**config.mk**
```make
export PLATFORM = sky130hd
export DESIGN_NAME = reset_polarity_strap_config
export DESIGN_NICKNAME = d
export VERILOG_FILES = /design/src/verilog/strap_decode.v /design/src/verilog/reset_polarity_strap_config.v
export VERILOG_INCLUDE_DIRS = /design/src /design/src/verilog
export SDC_FILE = /design/constraint.sdc
export NUM_CORES = 1
export LEC_CHECK = 0
export ABC_CLOCK_PERIOD_IN_PS = 4100
export BUFFER_PORTS_ARGS = -buffer_cell sky130_fd_sc_hd__buf_2
export CORE_MARGIN = 5
export CORE_UTILIZATION = 56
export DETAILED_ROUTE_END_ITERATION = 8
export HOLD_SLACK_MARGIN = 0.12
export PLACE_DENSITY = 0.95
export SYNTH_ARGS = -nofsm -noshare
export SYNTH_HDL_FRONTEND = slang
export SYNTH_HIERARCHICAL = 1
export SYNTH_SLANG_ARGS = --single-unit
```
**constraint.sdc**
```tcl
create_clock -name clk_i -period 4.1 [get_ports clk_i]
set_input_delay 1.025 -clock clk_i [delete_from_list [all_inputs] [get_ports clk_i]]
set_output_delay 1.025 -clock clk_i [all_outputs]
set_load 0.02 [all_outputs]
```
**src/verilog/strap_config_defines.vh**
```
// Constants for the strap configuration loader.
// Assumes a 25 MHz core clock; included by bare name.
`ifndef STRAP_CONFIG_DEFINES_VH
`define STRAP_CONFIG_DEFINES_VH

// ==========================================================
// Timing
`define CLK_PERIOD_NS        40
`define STRAP_SETTLE_NS      200
`define STRAP_SETTLE_CYCLES  ((`STRAP_SETTLE_NS + `CLK_PERIOD_NS - 1) / `CLK_PERIOD_NS)

// ==========================================================
// Field positions in the 12-bit decoded strap word
`define ADDR_LO_POS          0
`define ADDR_HI_POS          4
`define SER_CLK_EN_POS       5
`define TERM_SEL_POS         6
`define MGMT_SEL_POS         7
`define EEPROM_LO_POS        8
`define EEPROM_HI_POS        9
`define MODE_LO_POS          10
`define MODE_HI_POS          11

// ==========================================================
// Two-bit decode codes
`define CONN_GROUND          2'h0
`define CONN_STATUS1         2'h1
`define CONN_STATUS0         2'h2
`define CONN_IO_RAIL         2'h3

// ==========================================================
// Boot read start field and addresses
`define EEPROM_NONE          2'h0
`define EEPROM_AT_0          2'h1
`define EEPROM_AT_96         2'h2
`define EEPROM_AT_128        2'h3
`define EEPROM_ADDR_0        8'h00
`define EEPROM_ADDR_96       8'h60
`define EEPROM_ADDR_128      8'h80

// ==========================================================
// Operating mode codes (strap) and software mode field
`define MODE_SERIAL_FX       2'h0
`define MODE_GBIC_COPPER     2'h1
`define MODE_AUTO_SERIAL     2'h2
`define MODE_AUTO_BASEX      2'h3
`define SW_MODE_GBIC_COPPER  3'h1
`define SW_MODE_AUTO_SERIAL  3'h2

// ==========================================================
// Reset values
`define SW_MODE_RESET        3'h0
`define ADDR_RESET           5'h00

`endif

```
**src/verilog/strap_decode.v**
```verilog
// Decodes six strap pins from two samples taken with the status pins
// driven in opposite patterns. Pure combinational.
`timescale 1ns/100ps
`default_nettype none
`include "strap_config_defines.vh"

module strap_decode
#(
	parameter PINS = 6
)
(
	input  wire [PINS-1:0]   sample_a_i,
	input  wire [PINS-1:0]   sample_b_i,
	output wire [2*PINS-1:0] code_o
);

	// ==========================================================
	// Pin connection decode
	// Phase A drives status 1 high, phase B drives status 0 high
	function [1:0] pin_code;
		input a;
		input b;
		begin
			case ({b, a})
				2'h0:    pin_code = `CONN_GROUND;
				2'h1:    pin_code = `CONN_STATUS1;
				2'h2:    pin_code = `CONN_STATUS0;
				default: pin_code = `CONN_IO_RAIL;
			endcase
		end
	endfunction

	genvar g;
	generate
		for (g = 0; g < PINS; g = g + 1)
		begin : g_pin
			assign code_o[2*g+1:2*g] = pin_code(sample_a_i[g], sample_b_i[g]);
		end
	endgenerate

endmodule // strap_decode

`default_nettype wire

```
**src/verilog/reset_polarity_strap_config.v**
```verilog
// Strap configuration loader: reset polarity, strap sampling, decode.
// Assumes strap and reset pins synchronous to clk_i; board pull-up
// on the polarity strap is reported through a driven flag.
`timescale 1ns/100ps
`default_nettype none
`include "strap_config_defines.vh"

module reset_polarity_strap_config
#(
	parameter PINS     = 6,
	parameter CNT_W    = 4,
	parameter SETTLE   = `STRAP_SETTLE_CYCLES
)
(
	input  wire            clk_i,
	input  wire            rst_n_i,
	input  wire            reset_pin_i,
	input  wire            reset_polarity_strap_i,
	input  wire            reset_polarity_strap_driven_i,
	input  wire [PINS-1:0] strap_pin_i,
	input  wire [1:0]      status_value_i,
	input  wire            sw_mode_write_i,
	input  wire [2:0]      sw_mode_data_i,
	input  wire            sw_clk_ctrl_write_i,
	input  wire            sw_clk_ctrl_data_i,
	output reg             device_reset_o,
	output reg             config_done_o,
	output reg  [1:0]      status_o,
	output reg  [1:0]      status_oe_o,
	output reg  [4:0]      management_address_field_o,
	output reg             serial_clock_output_pair_en_o,
	output reg             serial_clock_ctrl_o,
	output reg             management_port_select_o,
	output reg             termination_supply_select_o,
	output reg             termination_regulator_en_o,
	output reg  [1:0]      eeprom_start_field_o,
	output reg             eeprom_read_en_o,
	output reg  [7:0]      eeprom_start_addr_o,
	output reg  [1:0]      mode_strap_o,
	output reg  [2:0]      mode_select_o
);

	// ==========================================================
	// States
	localparam [2:0] ST_HOLD    = 3'h0;
	localparam [2:0] ST_DRIVE_A = 3'h1;
	localparam [2:0] ST_DRIVE_B = 3'h2;
	localparam [2:0] ST_APPLY   = 3'h3;
	localparam [2:0] ST_RUN     = 3'h4;

	localparam integer     SETTLE_LAST_I = SETTLE - 1;
	localparam [CNT_W-1:0] SETTLE_LAST   = SETTLE_LAST_I[CNT_W-1:0];

	// ==========================================================
	// Boot address lookup
	function [7:0] eeprom_addr;
		input [1:0] field;
		begin
			case (field)
				`EEPROM_AT_0:   eeprom_addr = `EEPROM_ADDR_0;
				`EEPROM_AT_96:  eeprom_addr = `EEPROM_ADDR_96;
				`EEPROM_AT_128: eeprom_addr = `EEPROM_ADDR_128;
				default:        eeprom_addr = `EEPROM_ADDR_0;
			endcase
		end
	endfunction

	// ==========================================================
	// Reset polarity
	wire polarity_high;
	wire reset_active;

	assign polarity_high = reset_polarity_strap_i | ~reset_polarity_strap_driven_i;
	assign reset_active  = ~(reset_pin_i ^ polarity_high);

	// ==========================================================
	// Sequencer state
	reg [2:0]        state_reg;
	reg [2:0]        state_next;
	reg [CNT_W-1:0]  cnt_reg;
	reg [CNT_W-1:0]  cnt_next;
	reg [PINS-1:0]   sample_a_reg;
	reg [PINS-1:0]   sample_b_reg;
	wire [2*PINS-1:0] code;
	wire             settled;

	assign settled = (cnt_reg == SETTLE_LAST);

	strap_decode
	#(
		.PINS (PINS)
	)
	u_decode
	(
		.sample_a_i (sample_a_reg),
		.sample_b_i (sample_b_reg),
		.code_o     (code)
	);

	always @*
	begin
		state_next = state_reg;
		cnt_next   = cnt_reg;
		case (state_reg)
			ST_HOLD:
			begin
				cnt_next = {CNT_W{1'b0}};
				if (!reset_active)
					state_next = ST_DRIVE_A;
			end
			ST_DRIVE_A:
			begin
				cnt_next = settled ? {CNT_W{1'b0}} : cnt_reg + 1'b1;
				if (settled)
					state_next = ST_DRIVE_B;
			end
			ST_DRIVE_B:
			begin
				cnt_next = settled ? {CNT_W{1'b0}} : cnt_reg + 1'b1;
				if (settled)
					state_next = ST_APPLY;
			end
			ST_APPLY:
				state_next = ST_RUN;
			ST_RUN:
				state_next = ST_RUN;
			default:
				state_next = ST_HOLD;
		endcase
		// Documented reset restarts the whole capture
		if (reset_active)
			state_next = ST_HOLD;
	end

	always @(posedge clk_i or negedge rst_n_i)
	begin
		if (!rst_n_i)
		begin
			state_reg    <= ST_HOLD;
			cnt_reg      <= {CNT_W{1'b0}};
			sample_a_reg <= {PINS{1'b0}};
			sample_b_reg <= {PINS{1'b0}};
		end
		else
		begin
			state_reg <= state_next;
			cnt_reg   <= cnt_next;
			// Sample at the end of each settle window only
			if (state_reg == ST_DRIVE_A && settled)
				sample_a_reg <= strap_pin_i;
			if (state_reg == ST_DRIVE_B && settled)
				sample_b_reg <= strap_pin_i;
		end
	end

	// ==========================================================
	// Status pin drive
	// Patterns are driven only while sampling so normal status
	// reporting is undisturbed afterwards.
	always @(posedge clk_i or negedge rst_n_i)
	begin
		if (!rst_n_i)
		begin
			status_o    <= 2'h0;
			status_oe_o <= 2'h0;
		end
		else
		begin
			case (state_next)
				ST_DRIVE_A:
				begin
					status_o    <= 2'h2;
					status_oe_o <= 2'h3;
				end
				ST_DRIVE_B:
				begin
					status_o    <= 2'h1;
					status_oe_o <= 2'h3;
				end
				ST_RUN:
				begin
					status_o    <= status_value_i;
					status_oe_o <= 2'h3;
				end
				default:
				begin
					status_o    <= 2'h0;
					status_oe_o <= 2'h0;
				end
			endcase
		end
	end

	// ==========================================================
	// Captured configuration
	wire [1:0] mode_code;
	wire       clk_en_code;
	wire       sw_ok;

	assign mode_code   = code[`MODE_HI_POS:`MODE_LO_POS];
	assign clk_en_code = code[`SER_CLK_EN_POS];
	assign sw_ok       = (state_reg == ST_RUN);

	always @(posedge clk_i or negedge rst_n_i)
	begin
		if (!rst_n_i)
		begin
			device_reset_o                <= 1'b1;
			config_done_o                 <= 1'b0;
			management_address_field_o    <= `ADDR_RESET;
			serial_clock_output_pair_en_o <= 1'b0;
			serial_clock_ctrl_o           <= 1'b0;
			management_port_select_o      <= 1'b0;
			termination_supply_select_o   <= 1'b0;
			termination_regulator_en_o    <= 1'b0;
			eeprom_start_field_o          <= `EEPROM_NONE;
			eeprom_read_en_o              <= 1'b0;
			eeprom_start_addr_o           <= `EEPROM_ADDR_0;
			mode_strap_o                  <= `MODE_SERIAL_FX;
			mode_select_o                 <= `SW_MODE_RESET;
		end
		else if (reset_active)
		begin
			device_reset_o <= 1'b1;
			config_done_o  <= 1'b0;
		end
		else if (state_reg == ST_APPLY)
		begin
			device_reset_o                <= 1'b0;
			config_done_o                 <= 1'b1;
			management_address_field_o    <= code[`ADDR_HI_POS:`ADDR_LO_POS];
			serial_clock_output_pair_en_o <= clk_en_code;
			serial_clock_ctrl_o           <= clk_en_code;
			management_port_select_o      <= code[`MGMT_SEL_POS];
			termination_supply_select_o   <= code[`TERM_SEL_POS];
			termination_regulator_en_o    <= ~code[`TERM_SEL_POS];
			eeprom_start_field_o          <= code[`EEPROM_HI_POS:`EEPROM_LO_POS];
			eeprom_read_en_o              <= (code[`EEPROM_HI_POS:`EEPROM_LO_POS] != `EEPROM_NONE);
			eeprom_start_addr_o           <= eeprom_addr(code[`EEPROM_HI_POS:`EEPROM_LO_POS]);
			mode_strap_o                  <= mode_code;
			mode_select_o                 <= {1'b0, mode_code};
		end
		else if (sw_ok)
		begin
			// Writes before configuration completes are ignored
			if (sw_mode_write_i)
				mode_select_o <= sw_mode_data_i;
			if (sw_clk_ctrl_write_i)
			begin
				serial_clock_ctrl_o           <= sw_clk_ctrl_data_i;
				serial_clock_output_pair_en_o <= sw_clk_ctrl_data_i;
			end
		end
	end

endmodule // reset_polarity_strap_config

`default_nettype wire

```
==> qor.csv <==
stage,metric,value,unit
timing,Max Slew Vio Count,0,
timing,Min Hold Slack,0.495,ns
worst_setup_path,Worst path top cell family by delay,simple AND/OR/NAND/NOR gates,
yosys,synthesized area,2050,um2
yosys,number of flops mapped to enable cells by yosys,0,
yosys,top cell type by total area after synthesis,dfrtp_1,
yosys,Post-synth top cells,"dfrtp_1, mux2_4, clkbuf_1",
floorplan,core area,3610,um2
power,sequential power share,47.6,%
cells_and_area,# fillers,287,
worst_setup_path,"Cell Chain, Critical Path",buf_2 -> nand2b_1 -> xnor2_1 -> buf_4 -> nand2b_1 -> mux2_2,
worst_setup_path,Critical Path Max Stage Delay,0.61,ns
placed_design,pre-CTS setup slack,1.34,ns
timing,final critical-path share of the clock period,59.3,%
yosys,Synth Area per Inst,11.9,um2
route,DRC Markers,0,
floorplan,Row Count,22,
route,Post-Route WL,3720,um
yosys,synthesis-stage register bit count,43,
timing,final worst path period need,2.43,ns
floorplan,die area,4970,um2
grt,Total GRT Usage,16.3,%
worst_setup_path,Crit. End Element,register,
floorplan,Die Wd,70.5,um
min_path,Hold Startpoint,cnt_reg[3]$_DFFE_PN0P_,
worst_setup_path,crit-path max FO,15,
power,Worst IR Drop VDD,361,uV
timing,RSZ-0062 raised after global routing,false,
min_path,HP Class,register to register,
grt,vias in the first global route,1274,
timing,Max-slew headroom,39.7,%
worst_setup_path,r2r setup slk,2.21,ns
yosys,largest cells by area after synthesis,"dfrtp_1, mux2_4, o21ai_0",
worst_setup_path,CP Launch Point,reset_polarity_strap_i,
power,clock share of power,20.0,%
yosys,yosys warns,6,
clock_network,CTS Buffer Depth,2,
timing,Max Freq,411,MHz
power,pwr/cell area,583,nW/um2
floorplan,io pins,51,
clock_network,clk root buf,clkbuf_8,
worst_setup_path,CP most frequent cell,nand2b_1,
cells_and_area,Final #Nets,224,
worst_setup_path,Setup crit start kind,input pin,
worst_setup_path,worst setup path category,input pin to register,
timing,"Setup violations, final",0,
outcome,outcome,completed,
route,Via density,5.27,
worst_setup_path,worst path required time,4.29,ns
placed_design,dpl hpwl,2690,um
cells_and_area,layout cell share with drive strength beyond 1,40.7,%
yosys,Synth Instances,173,
job,Max-Cap Viols,0,
clock_network,"Clk Latency, worst-skew pair",0.30,ns
route,met2 wire len,1710,um
timing,clock skew,0.00654,ns
clock_network,Setup Buffers After CTS,0,
route,First-pass DRT Iterations,4,
yosys,distinct cell type count after synthesis,37,
clock_network,cts repair resizes,0,
route,WL per Instance,14.7,um
grt,first-pass GRT wire length,6200,um
clock_network,hold_buf cts,0,
grt,largest net degree at the start of global routing,44,
cells_and_area,# diodes,0,
clock_network,TritonCTS clock tree,done,
power,sw frac,34.7,%
yosys,"Seq/Total Area, Yosys",52.5,%
yosys,top-count cell post-synth,dfrtp_1,
clock_network,H-Tree Level Count,2,
worst_setup_path,CP max-delay cell,nand2b_1,
placed_design,placer congestion estimate,0.821,
clock_network,CTS sink cnt,43,
yosys,top-area cell type share of the netlist area,51.3,%
power,combinational share of power,32.4,%
timing,Worst Tran Pin Value,0.904,ns
timing,TNS Setup,0,ns
route,via count,1327,
clock_network,Clock transition at path regs,0.08,ns
route,ANT nets after route,0,
power,Int Power,0.000870,W
power,P_sw,0.000462,W
cells_and_area,final core occ,63.4,%
route,1st-iter DRT viols,77,
route,DR top layer,met4,
worst_setup_path,Worst R2R Start,cnt_reg[0]$_DFFE_PN0P_,
cells_and_area,area grow syn2layout,11.5,%
grt,gr ovfl total,0,
floorplan,Initial Utilization,56.9,%
route,met3 routed WL,244,um
timing,Final WS setup,1.67,ns
yosys,Synth async-reset ratio,100,%
route,WL met1,1680,um
yosys,Most used DFF post-synth,dfrtp_1,
timing,"Hold Vio Cnt, Final",0,
placed_design,Buffers on Ports,45,
worst_setup_path,Crit path buffers/inverters,2,
worst_setup_path,crit path DAT,2.62,ns
power,Leak Pwr,1.21,nW
clock_network,CTS Buf Count,5,
grt,initial antenna violation count,0,
floorplan,Die Ht,70.5,um
[cell type report]
type / instances / area [um2] / area share [%]
inverters: 6 / 22.5 / 0.985
flip-flops and latches: 43 / 1080 / 47.1
multi-input cells: 101 / 805 / 35.2
clock inverters: 3 / 20.0 / 0.876
clock buffers: 5 / 68.8 / 3.01
repair buffers: 46 / 233 / 10.2
well taps: 48 / 60.1 / 2.63
[power groups by stage]
| stage | Clock [W] | Combinational (W) | Sequential [W] |
|---|---|---|---|
| finish | 0.000266 | 0.000432 | 0.000634 |
| global route | 0.000288 | 0.000467 | 0.000653 |
| CTS | 0.000271 | 0.000437 | 0.000635 |
| detailed placement | 0 | 0.000436 | 0.000641 |
| global placement | 0 | 0.000422 | 0.000638 |
| floorplan | 0 | 0.000257 | 0.000705 |
[path summary, 6_finish.rpt]
path,end,cells past startpoint
worst max-delay path,management_address_field_o[4]$_DFFE_PN0P_,6
worst min register to register,cnt_reg[3]$_DFFE_PN0P_,1
max in group asynchronous,cnt_reg[3]$_DFFE_PN0P_,1
worst min-delay path,cnt_reg[3]$_DFFE_PN0P_,1
min in group asynchronous,mode_select_o[2]$_DFFE_PN0P_,1
worst max register to register,sample_b_reg[5]$_DFFE_PN0P_,5
[layout by cell type (no fill, tap or decap), drive strengths merged, types with 2 or more instances in the layout]
cell	netlist	routed
inv	6	6
dfrtp	42	42
buf	12	46
ha	2	2
and3	2	2
a31oi	5	5
nand2	7	7
mux2	23	23
a2bb2oi	3	3
or3	2	2
nand2b	5	5
nor2	8	8
a21oi	5	5
clkinvlp	0	2
o21ai	12	12
nand3	4	4
nand3b	5	5
nor3	2	2
conb	1	5
a22o	2	2
clkbuf	15	5
[metal layers]
metal	vias to the layer above	global-route usage, %
li1	638	-
met1	625	22.4
met2	55	24.0
met3	9	5.47
met4	0	6.38
met5	-	0
[cells by family after synthesis]
logic type,share of synthesized area [%]
multiplexers,15.9
XOR/XNOR,0.427
other,0.183
buffers and inverters,8.97
flip-flops,52.5
AO/OA/AOI/OAI,10.2
adder cells (fa/ha/maj),1.71
AND/OR/NAND/NOR,10.1
[metrics by stage]
stage	instance area, um2	power (W)	instances
after global routing	2290	0.00141	252
after detailed placement	2200	0.00108	244
after global placement	2200	0.00106	244
final	2290	0.00133	252
after floorplan	2070	0.000962	177
after CTS	2290	0.00134	252
Note: power is estimated with default switching activity, not from simulation.
